## src/logic/iows_pkg.sv

```systemverilog
// Constants for the peripheral port wait-state sequencer
package iows_pkg;
  // Port strobe styles
  typedef enum logic [1:0] {
    IOWS_STYLE_SPLIT = 2'h0,  // Separate read and write strobes
    IOWS_STYLE_DIR = 2'h1,    // Data strobe plus direction line
    IOWS_STYLE_CARD = 2'h2    // 16-bit card style, select pair per lane
  } iows_style_e;
  // Peripheral width and alignment of the attached device
  typedef enum logic [1:0] {
    IOWS_ATT_W16_WORD = 2'h0,
    IOWS_ATT_W16_HALF = 2'h1,
    IOWS_ATT_W8_WORD = 2'h2,
    IOWS_ATT_W8_BYTE = 2'h3
  } iows_attach_e;
  localparam int IOWS_CNT_W = 4;
  localparam int IOWS_DATA_W = 32;
  localparam logic [IOWS_CNT_W-1:0] IOWS_CNT_ZERO = 4'h0;
  localparam logic [IOWS_CNT_W-1:0] IOWS_CNT_ONE = 4'h1;
  // Lane offsets within a word for word-aligned peripherals
  localparam logic [1:0] IOWS_OFS_NONE = 2'h0;
  localparam logic [1:0] IOWS_OFS_HALF = 2'h2;
  localparam logic [1:0] IOWS_OFS_BYTE = 2'h3;
  // Address step between consecutive peripheral registers
  localparam logic [2:0] IOWS_STEP_WORD = 3'h4;
  localparam logic [2:0] IOWS_STEP_HALF = 3'h2;
  localparam logic [2:0] IOWS_STEP_BYTE = 3'h1;
  // Reset value of the captured read data
  localparam logic [IOWS_DATA_W-1:0] IOWS_DATA_RST = 32'h0000_0000;
endpackage

```

## src/logic/iows_sequencer.sv

```systemverilog
// Peripheral port wait-state sequencer: strobes, data-ready, alignment
`timescale 1ns/1ns
// Summary of operation
// - Start-repeat count delays chip select, one clock each
// - Start repeat applies to reads, writes, every style
// - Read: data-ready withheld for 0-15 read delay
// - Read data captured in the data-ready clock
// - Write: data-ready withheld for 0-15 write delay
// - External wait sampled a clock ahead, acts later
// - Wait during data-ready repeats sample, data-ready held
// - Word-aligned 16-bit: 0x02 offset per lane/endian
// - Word-aligned 8-bit: 0x03 offset for opposite lane
// - Base: select, strobe, strobe off, select off
// - Direction style: direction with select, single strobe
// - Card style: select pair follows valid byte lanes
module iows_sequencer (
  input wire logic clk,
  input wire logic rst,
  input wire logic accessStart,
  input wire logic accessWrite,
  input wire iows_pkg::iows_style_e portStyle,
  input wire logic [1:0] byteValid,
  input wire logic [iows_pkg::IOWS_CNT_W-1:0] startRepeatCount,
  input wire logic [iows_pkg::IOWS_CNT_W-1:0] readDataDelay,
  input wire logic [iows_pkg::IOWS_CNT_W-1:0] writeDataDelay,
  input wire iows_pkg::iows_attach_e attachMode,
  input wire logic upperLane,
  input wire logic bigEndian,
  input wire logic extWaitInput,
  input wire logic [iows_pkg::IOWS_DATA_W-1:0] systemDataBusIn,
  output logic accessBusy,
  output logic accessDone,
  output logic [1:0] periphSelectN,
  output logic periphReadStrobeN,
  output logic periphWriteStrobeN,
  output logic periphDataStrobeN,
  output logic periphDirectionLine,
  output logic dataReadyStrobeN,
  output logic [iows_pkg::IOWS_DATA_W-1:0] readData,
  output logic [1:0] laneOffset,
  output logic [2:0] registerStep
);
  import iows_pkg::*;

  typedef enum logic [2:0] {
    IDLE, START, SELECT, DATA, RELEASE, FINISH
  } iows_state_e;

  iows_state_e state_reg, state_next;
  logic [IOWS_CNT_W-1:0] cnt_reg, cnt_next;
  logic write_reg;
  iows_style_e style_reg;
  logic [1:0] lanes_reg;
  logic waitMeta_reg, waitSync_reg;
  logic [IOWS_DATA_W-1:0] readData_reg;
  logic [1:0] selN_reg;
  logic rdN_reg, wrN_reg, dsN_reg, dir_reg, drN_reg, done_reg;
  wire logic [IOWS_CNT_W-1:0] dataDelay;
  wire logic delayDone;
  wire logic readyNow;
  wire logic selOn, strobeOn, dirStyle, cardStyle;
  wire logic [1:0] selMask;

  // External wait passes two flip-flops; only the second is read
  always_ff @(posedge clk or posedge rst) begin
    if (rst) begin
      waitMeta_reg <= 1'b0;
      waitSync_reg <= 1'b0;
    end else begin
      waitMeta_reg <= extWaitInput;
      waitSync_reg <= waitMeta_reg;
    end
  end

  // Data delay chosen by direction of the access
  assign dataDelay = write_reg ? writeDataDelay : readDataDelay;
  assign delayDone = (cnt_reg == dataDelay);
  assign readyNow = (state_reg == DATA) && delayDone;

  // Sequence next state and wait-state counter
  always_comb begin
    state_next = state_reg;
    cnt_next = cnt_reg;
    case (state_reg)
      IDLE: begin
        if (accessStart) begin
          state_next = START;
          cnt_next = IOWS_CNT_ZERO;
        end
      end
      START: begin
        // Each repeat of the start cycle holds select off a clock
        if (waitSync_reg) begin
          state_next = START;
        end else if (cnt_reg == startRepeatCount) begin
          state_next = SELECT;
          cnt_next = IOWS_CNT_ZERO;
        end else begin
          cnt_next = cnt_reg + IOWS_CNT_ONE;
        end
      end
      SELECT: begin
        state_next = DATA;
      end
      DATA: begin
        if (!delayDone) begin
          cnt_next = cnt_reg + IOWS_CNT_ONE;
        end else if (waitSync_reg) begin
          state_next = DATA;
        end else begin
          state_next = RELEASE;
        end
      end
      RELEASE: begin
        state_next = FINISH;
      end
      FINISH: begin
        state_next = IDLE;
      end
      default: begin
        state_next = IDLE;
      end
    endcase
  end

  // Pin levels that follow from the next state
  assign dirStyle = (style_reg == IOWS_STYLE_DIR);
  assign cardStyle = (style_reg == IOWS_STYLE_CARD);
  assign selOn = (state_next == SELECT) || (state_next == DATA) ||
                 (state_next == RELEASE);
  assign strobeOn = (state_next == DATA);
  assign selMask = cardStyle ? lanes_reg : 2'h3;

  // Access state and captured attributes
  always_ff @(posedge clk or posedge rst) begin
    if (rst) begin
      state_reg <= IDLE;
      cnt_reg <= IOWS_CNT_ZERO;
      write_reg <= 1'b0;
      style_reg <= IOWS_STYLE_SPLIT;
      lanes_reg <= 2'h0;
    end else begin
      state_reg <= state_next;
      cnt_reg <= cnt_next;
      if (state_reg == IDLE && accessStart) begin
        write_reg <= accessWrite;
        style_reg <= portStyle;
        lanes_reg <= byteValid;
      end
    end
  end

  // Registered pin outputs, all active low except direction and done
  always_ff @(posedge clk or posedge rst) begin
    if (rst) begin
      selN_reg <= 2'h3;
      rdN_reg <= 1'b1;
      wrN_reg <= 1'b1;
      dsN_reg <= 1'b1;
      dir_reg <= 1'b0;
      drN_reg <= 1'b1;
      done_reg <= 1'b0;
    end else begin
      selN_reg <= ~(selOn ? selMask : 2'h0);
      rdN_reg <= ~(strobeOn && !dirStyle && !write_reg);
      wrN_reg <= ~(strobeOn && !dirStyle && write_reg);
      dsN_reg <= ~(strobeOn && dirStyle);
      dir_reg <= selOn && dirStyle && write_reg;
      drN_reg <= ~((state_next == DATA) && (cnt_next == dataDelay));
      done_reg <= (state_next == FINISH);
    end
  end

  // Read data sampled in the clock where data-ready is low
  always_ff @(posedge clk or posedge rst) begin
    if (rst) begin
      readData_reg <= IOWS_DATA_RST;
    end else if (readyNow && !write_reg) begin
      readData_reg <= systemDataBusIn;
    end
  end

  // Alignment helpers for software address generation
  always_comb begin
    laneOffset = IOWS_OFS_NONE;
    registerStep = IOWS_STEP_WORD;
    case (attachMode)
      IOWS_ATT_W16_WORD: begin
        laneOffset = (upperLane ^ bigEndian) ? IOWS_OFS_HALF
                                             : IOWS_OFS_NONE;
      end
      IOWS_ATT_W16_HALF: begin
        registerStep = IOWS_STEP_HALF;
      end
      IOWS_ATT_W8_WORD: begin
        laneOffset = (upperLane ^ bigEndian) ? IOWS_OFS_BYTE
                                             : IOWS_OFS_NONE;
      end
      default: begin
        registerStep = IOWS_STEP_BYTE;
      end
    endcase
  end

  assign accessBusy = (state_reg != IDLE);
  assign accessDone = done_reg;
  assign periphSelectN = selN_reg;
  assign periphReadStrobeN = rdN_reg;
  assign periphWriteStrobeN = wrN_reg;
  assign periphDataStrobeN = dsN_reg;
  assign periphDirectionLine = dir_reg;
  assign dataReadyStrobeN = drN_reg;
  assign readData = readData_reg;
endmodule // iows_sequencer

```

## config.mk

```make
export PLATFORM = sky130hd
export DESIGN_NAME = iows_sequencer
export DESIGN_NICKNAME = d
export VERILOG_FILES = /design/src/logic/iows_pkg.sv /design/src/logic/iows_sequencer.sv
export SDC_FILE = /design/constraint.sdc
export NUM_CORES = 1
export LEC_CHECK = 0
export ABC_AREA = 1
export BUFFER_PORTS_ARGS = -buffer_cell sky130_fd_sc_hd__buf_2
export CAP_MARGIN = 20
export CORE_ASPECT_RATIO = 0.9
export CORE_MARGIN = 3
export CORE_UTILIZATION = 54
export CTS_BUF_LIST = sky130_fd_sc_hd__clkbuf_8
export DETAILED_ROUTE_END_ITERATION = 16
export PLACE_DENSITY = 0.87
export SYNTH_ARGS = -nofsm -noshare
export SYNTH_HDL_FRONTEND = slang
export SYNTH_SLANG_ARGS = --single-unit
export TNS_END_PERCENT = 20
```

## constraint.sdc

```tcl
create_clock -name clk -period 4.6 [get_ports clk]
set_input_delay 0.69 -clock clk [delete_from_list [all_inputs] [get_ports clk]]
set_output_delay 0.69 -clock clk [all_outputs]
set_load 0.01 [all_outputs]
```

## Yosys cells after proc, flatten, opt, wreduce, memory -nomap -nowiden

Index checks and enable logic that the tools add are counted.

| storage, ports and cells | value |
|---|---|
| register bits | 54 |
| bits of input ports | 57 |
| output and inout port bits | 46 |
| logic and storage cells | 73 |

| cells by class | value |
|---|---|
| $add $sub $neg | 1 |
| equal/unequal tests | 15 |
| multiplexer cells | 18 |
| bitwise operators | 6 |
| reductions and logical operators | 18 |

Operators with widths:

| cell | count |
|---|---|
| $mux W4 | 5 |
| $mux W3 | 5 |
| $pmux W3 S5 | 1 |
| $eq A3 B2 Y1 const B | 4 |
| $eq A4 B4 Y1 | 3 |
| $pmux W4 S3 | 1 |
| $logic_and A1 B1 Y1 | 10 |
| $eq A3 B3 Y1 const B | 3 |
| $mux W2 | 4 |
| $pmux W3 S2 | 1 |
| $add A4 B1 Y4 const B | 1 |
| $eq A2 B1 Y1 const B | 2 |
| $eq A2 B2 Y1 const B | 2 |
| $not A1 Y1 | 4 |
| $pmux W2 S2 | 1 |
| $eq A3 B1 Y1 const B | 1 |
| $logic_not A3 Y1 | 1 |
| $reduce_bool A3 Y1 | 1 |
| $logic_not A1 Y1 | 2 |
| $logic_not A2 Y1 | 1 |
| $logic_or A1 B1 Y1 | 2 |
| $not A2 Y2 | 1 |
| $reduce_or A2 Y1 | 1 |
| $xor A1 B1 Y1 | 1 |

## Depth between registers and ports, before layout

| depth | value |
|---|---|
| word-level depth | 9 |
| gate-level depth with buffers | 16 |
| gate-level depth less buffers | 15 |

## Least setup slack after synthesis

OpenSTA, ideal clock, no wires.

| timing path | value |
|---|---|
| path kind | input to output |
| start | input attachMode[0] |
| end | output laneOffset[0] |
| arrival time | 1.339 ns |
| data required time | 3.910 ns |
| slack | 2.571 ns |
| cell stages on the path | 4 |
| path buffers | 0 |
| path through | inv_1 o21ai_0 a21oi_1 and2_1 |

| between the ends | value |
|---|---|
| cells in the longest elaborated chain, start to end | 2 |

Ends and longest elaborated chain:

| element | line | RTL |
|---|---|---|
| from (decl) | iows_sequencer.sv:26 | `input wire iows_pkg::iows_attach_e attachMode,` |
| $eq A2 B2 Y1 / $logic_not A2 Y1 (equally long branches) | iows_sequencer.sv:187 | `case (attachMode)` |
| $pmux W2 S2 * | iows_sequencer.sv:187 |  |
| to (decl) | iows_sequencer.sv:40 | `output logic [1:0] laneOffset,` |

Mark *: on every way between the ends. The rest lies on a longest branch, timed or not.

## Worst setup path after layout

| timing path | value |
|---|---|
| start | register write_reg |
| end | register readData_reg[4], in the netlist readData[4] |

| between the ends | value |
|---|---|
| cells in the longest elaborated chain, start to end | 4 |

Ends and longest elaborated chain:

| element | line | RTL |
|---|---|---|
| from (decl) | iows_sequencer.sv:51 | `logic write_reg;` |
| from (signal assigned) | iows_sequencer.sv:146 | `write_reg <= accessWrite;` |
| $mux W4 | iows_sequencer.sv:76 | `assign dataDelay = write_reg ? writeDataDelay : readDataDelay;` |
| $eq A4 B4 Y1 | iows_sequencer.sv:77 | `assign delayDone = (cnt_reg == dataDelay);` |
| $logic_and A1 B1 Y1 | iows_sequencer.sv:78 | `assign readyNow = (state_reg == DATA) && delayDone;` |
| $logic_and A1 B1 Y1 * | iows_sequencer.sv:178 | `end else if (readyNow && !write_reg) begin` |
| to (signal assigned) | iows_sequencer.sv:179 | `readData_reg <= systemDataBusIn;` |
| to (decl) | iows_sequencer.sv:55 | `logic [IOWS_DATA_W-1:0] readData_reg;` |

Marks and branches as above.
A chain may end at the register's enable or synchronous reset.

==> impl_results.md <==
* Die area at 0.00572 mm^2
* Synthesized area at 0.00262 mm^2
* Net Sw Frac at 36.8%
* DRC viols at 0
* Pint at 1.03 mW
* Worst r2r src: write_reg
* Unrepaired setup endpoints after global routing: false
* Asr flop ratio synth at 100%
* Most numerous cell in the Yosys netlist: nand2_1
* Max frequency at 423 MHz
* Final setup margin at 2240 ps
* CP Capture Type: register
* Synth Flop Type: dfrtp_1
* FP Rows at 23
* Max reg flops at 32
* Critical Path Start: write_reg
* Crit path launch type: register
* Placed Cells at 411
* Cells after Synth at 251
* Antenna cells at 0
* Core Region at 0.00458 mm^2
* Post-route ant nets at 0
* Terminus of the critical flop-to-flop path: readData[4]
* Post-Route WL at 5830 um
* Final-layout fill cell count at 340
* Vias per inst at 4.92
* Max-slew headroom at 58.4%
* First-pass GRT wire length at 9570 um
* Fin nets at 415
* Hold Buf Count CTS at 0
* Hold path cells at 0
* CP max-delay cell: dfrtp_1
* Run status: finished, final reports clean
* Post-synth EDFFs at 0
* Total of max-cap violations at 0
* DRT Pass-1 Iters at 6
* WP data arrival at 2550 ps
* Clk sink count at 54
* Ports at 103
* Starting DRT DRC Count at 105
* Time the worst path needs with I/O delays and setup at 2360 ps
* Finished Layout Cells at 420
* Max incr delay on CP at 620 ps
* CTS max path bufs at 2
* FF+latch count, synth at 54
* Post-Syn Nets at 309
* Comb power frac at 38.8%
* Worst-Margin Slew at 624 ps
* Layout area overhead at 25.6%
* Yosys cell types at 27
* GR Overflow Total at 0
* Final Hold Viols at 0
* Clk slew on worst S/H paths at 90 ps
* Synth warn at 0
* Layout cells sized above 1 at 43.9%
* Synth top area share at 45.9%
* Endpoint, Worst Hold: waitSync_reg
* Met2 Track Usage GR at 36.5%
* Most used cell, CP: nand2_1
* TritonCTS clock tree: yes
* Worst hold path type: register to register
* GP Congestion at 0.864
* H-tree lvl count at 2
* Critical path class: register to register
* Net switching power at 0.596 mW
* CP Max Fanout at 32
* Gr usage total at 21.5%
* Syn_area_per_cell at 10.4 um^2
* DP HPWL at 4500 um
* Sequential fraction of the synthesis area at 51.9%
* Vias at 2065
* Hold_sp: waitMeta_reg
* Synth area leaders: dfrtp_1 (46%), mux2_4 (17%), nand2_1 (9.8%)
* Largest net degree at the start of global routing at 55
* R2R setup slack at 2240 ps
* Die extent in y at 72.0 um
* CTS Root Cell: clkbuf_8
* Sequential share of power at 42.6%
* Skew-Pair Late Insertion Delay at 300 ps
* PwrDens at 493 mW/mm^2
* Met3 GRT Util at 3.60%
* Vias in the first global route at 2023
* Place WS at 2150 ps
* Met1 usage at 28.3%
* I/O Buffers at 102
* Synth area leader: dfrtp_1
* Leak at 2.00 nW
* Final Setup Violations at 0
* Period utilisation layout at 51.4%
* Worst-case reg-to-reg path depth at 10
* Max VDD drop at 308 uV
* Clk_skew at 5.47 ps
* Busiest grt layer: met2
* Die width at 79.4 um
* Commonest cells post-synth: nand2_1 (68), dfrtp_1 (48), inv_1 (31), mux2_4 (30), nand3_1 (20)
* Worst Path Required at 4790 ps
* Worst-path cell chain: inv_6, nand2_2, nand2_1, nand2_1, nand2_1, nor2_2, nand2_1, inv_2, nand3_4, mux2_4
* WL/cell at 13.9 um
* Slew Limit Fails at 0
* CTS buffer count at 5
* Clock share of power at 18.6%
* CTS resizes at 0
* Initial antenna violation count at 0
* TNS Setup at 0 ps
* Initial core utilization at 57.2%
* Post-CTS Setup Inserts at 0
-- cells in the final DEF, fill, tap and decap left out, types with 2 or more instances in the layout --
cell        n
buf_2     102
nand2_1    68
dfrtp_1    48
inv_1      32
mux2_4     30
nand3_1    20
nor2_1      9
o21ai_0     6
dfstp_2     6
clkbuf_8    5
xor2_1      4
a21oi_1     4
inv_2       3
nor2_2      2
nand3b_1    2
nand4_1     2
mux2_2      2
-- cell families after synthesis --
logic type / synth area share (%)
muxes: 18.1
and+or+nand+nor: 18.2
buffers and inverters: 6.79
DFF: 51.9
xor gates and xnor gates: 1.34
AOI/OAI and AO/OA: 3.20
adders and majority gates: 0.478
-- power by group through the flow --
stage	combinational [mW]	sequential, mW	clock [mW]
finish	0.629	0.691	0.301
global route	0.707	0.706	0.326
CTS	0.630	0.688	0.306
floorplan	0.426	0.701	0
global placement	0.601	0.691	0
detailed placement	0.628	0.695	0
-- through the flow --
stage / hold slack, ps / cell area [um^2] / total power, mW / utilization [%]
after detailed placement: 340 / 3160 / 1.32 / 69.0
after CTS: 360 / 3270 / 1.62 / 71.4
after global routing: 373 / 3290 / 1.74 / 71.8
after global placement: 334 / 3160 / 1.29 / 69.0
final: 363 / 3290 / 1.62 / 71.8
after floorplan: 331 / 2620 / 1.13 / -
-- worst max-delay path, delay by kind of cell (launching register included) --
kind	cells	cell delay, ps
mux	1	490
buf+inv	2	200
simple gates	7	920
flops	1	620
-- layer usage --
layer | vias up | part of all wire [%]
met5 | - | 0
met4 | 0 | 1.3
met3 | 6 | 6.5
met2 | 80 | 49
met1 | 964 | 43
li1 | 1015 | -
-- worst max-delay path by stage --
stage	end	slack, ps
after floorplan	laneOffset[0]	2570
after global placement	readData[22]	2210
after global routing	readData[29]	2020
final	readData[4]	2240
after detailed placement	readData[4]	2150
after CTS	readData[4]	2240
-- area by class of cell --
class                           instances  area, um^2  area share, %
Multi-Input combinational cell        159        1080           32.9
Tap cell                               62        77.6           2.36
Sequential cell                        54        1360           41.4
Clock inverter                          3        37.5           1.14
Inverter                               34         133           4.04
Timing Repair Buffer                  103         531           16.1
Clock buffer                            5        68.8           2.09
(Power assumes the default switching activity.)
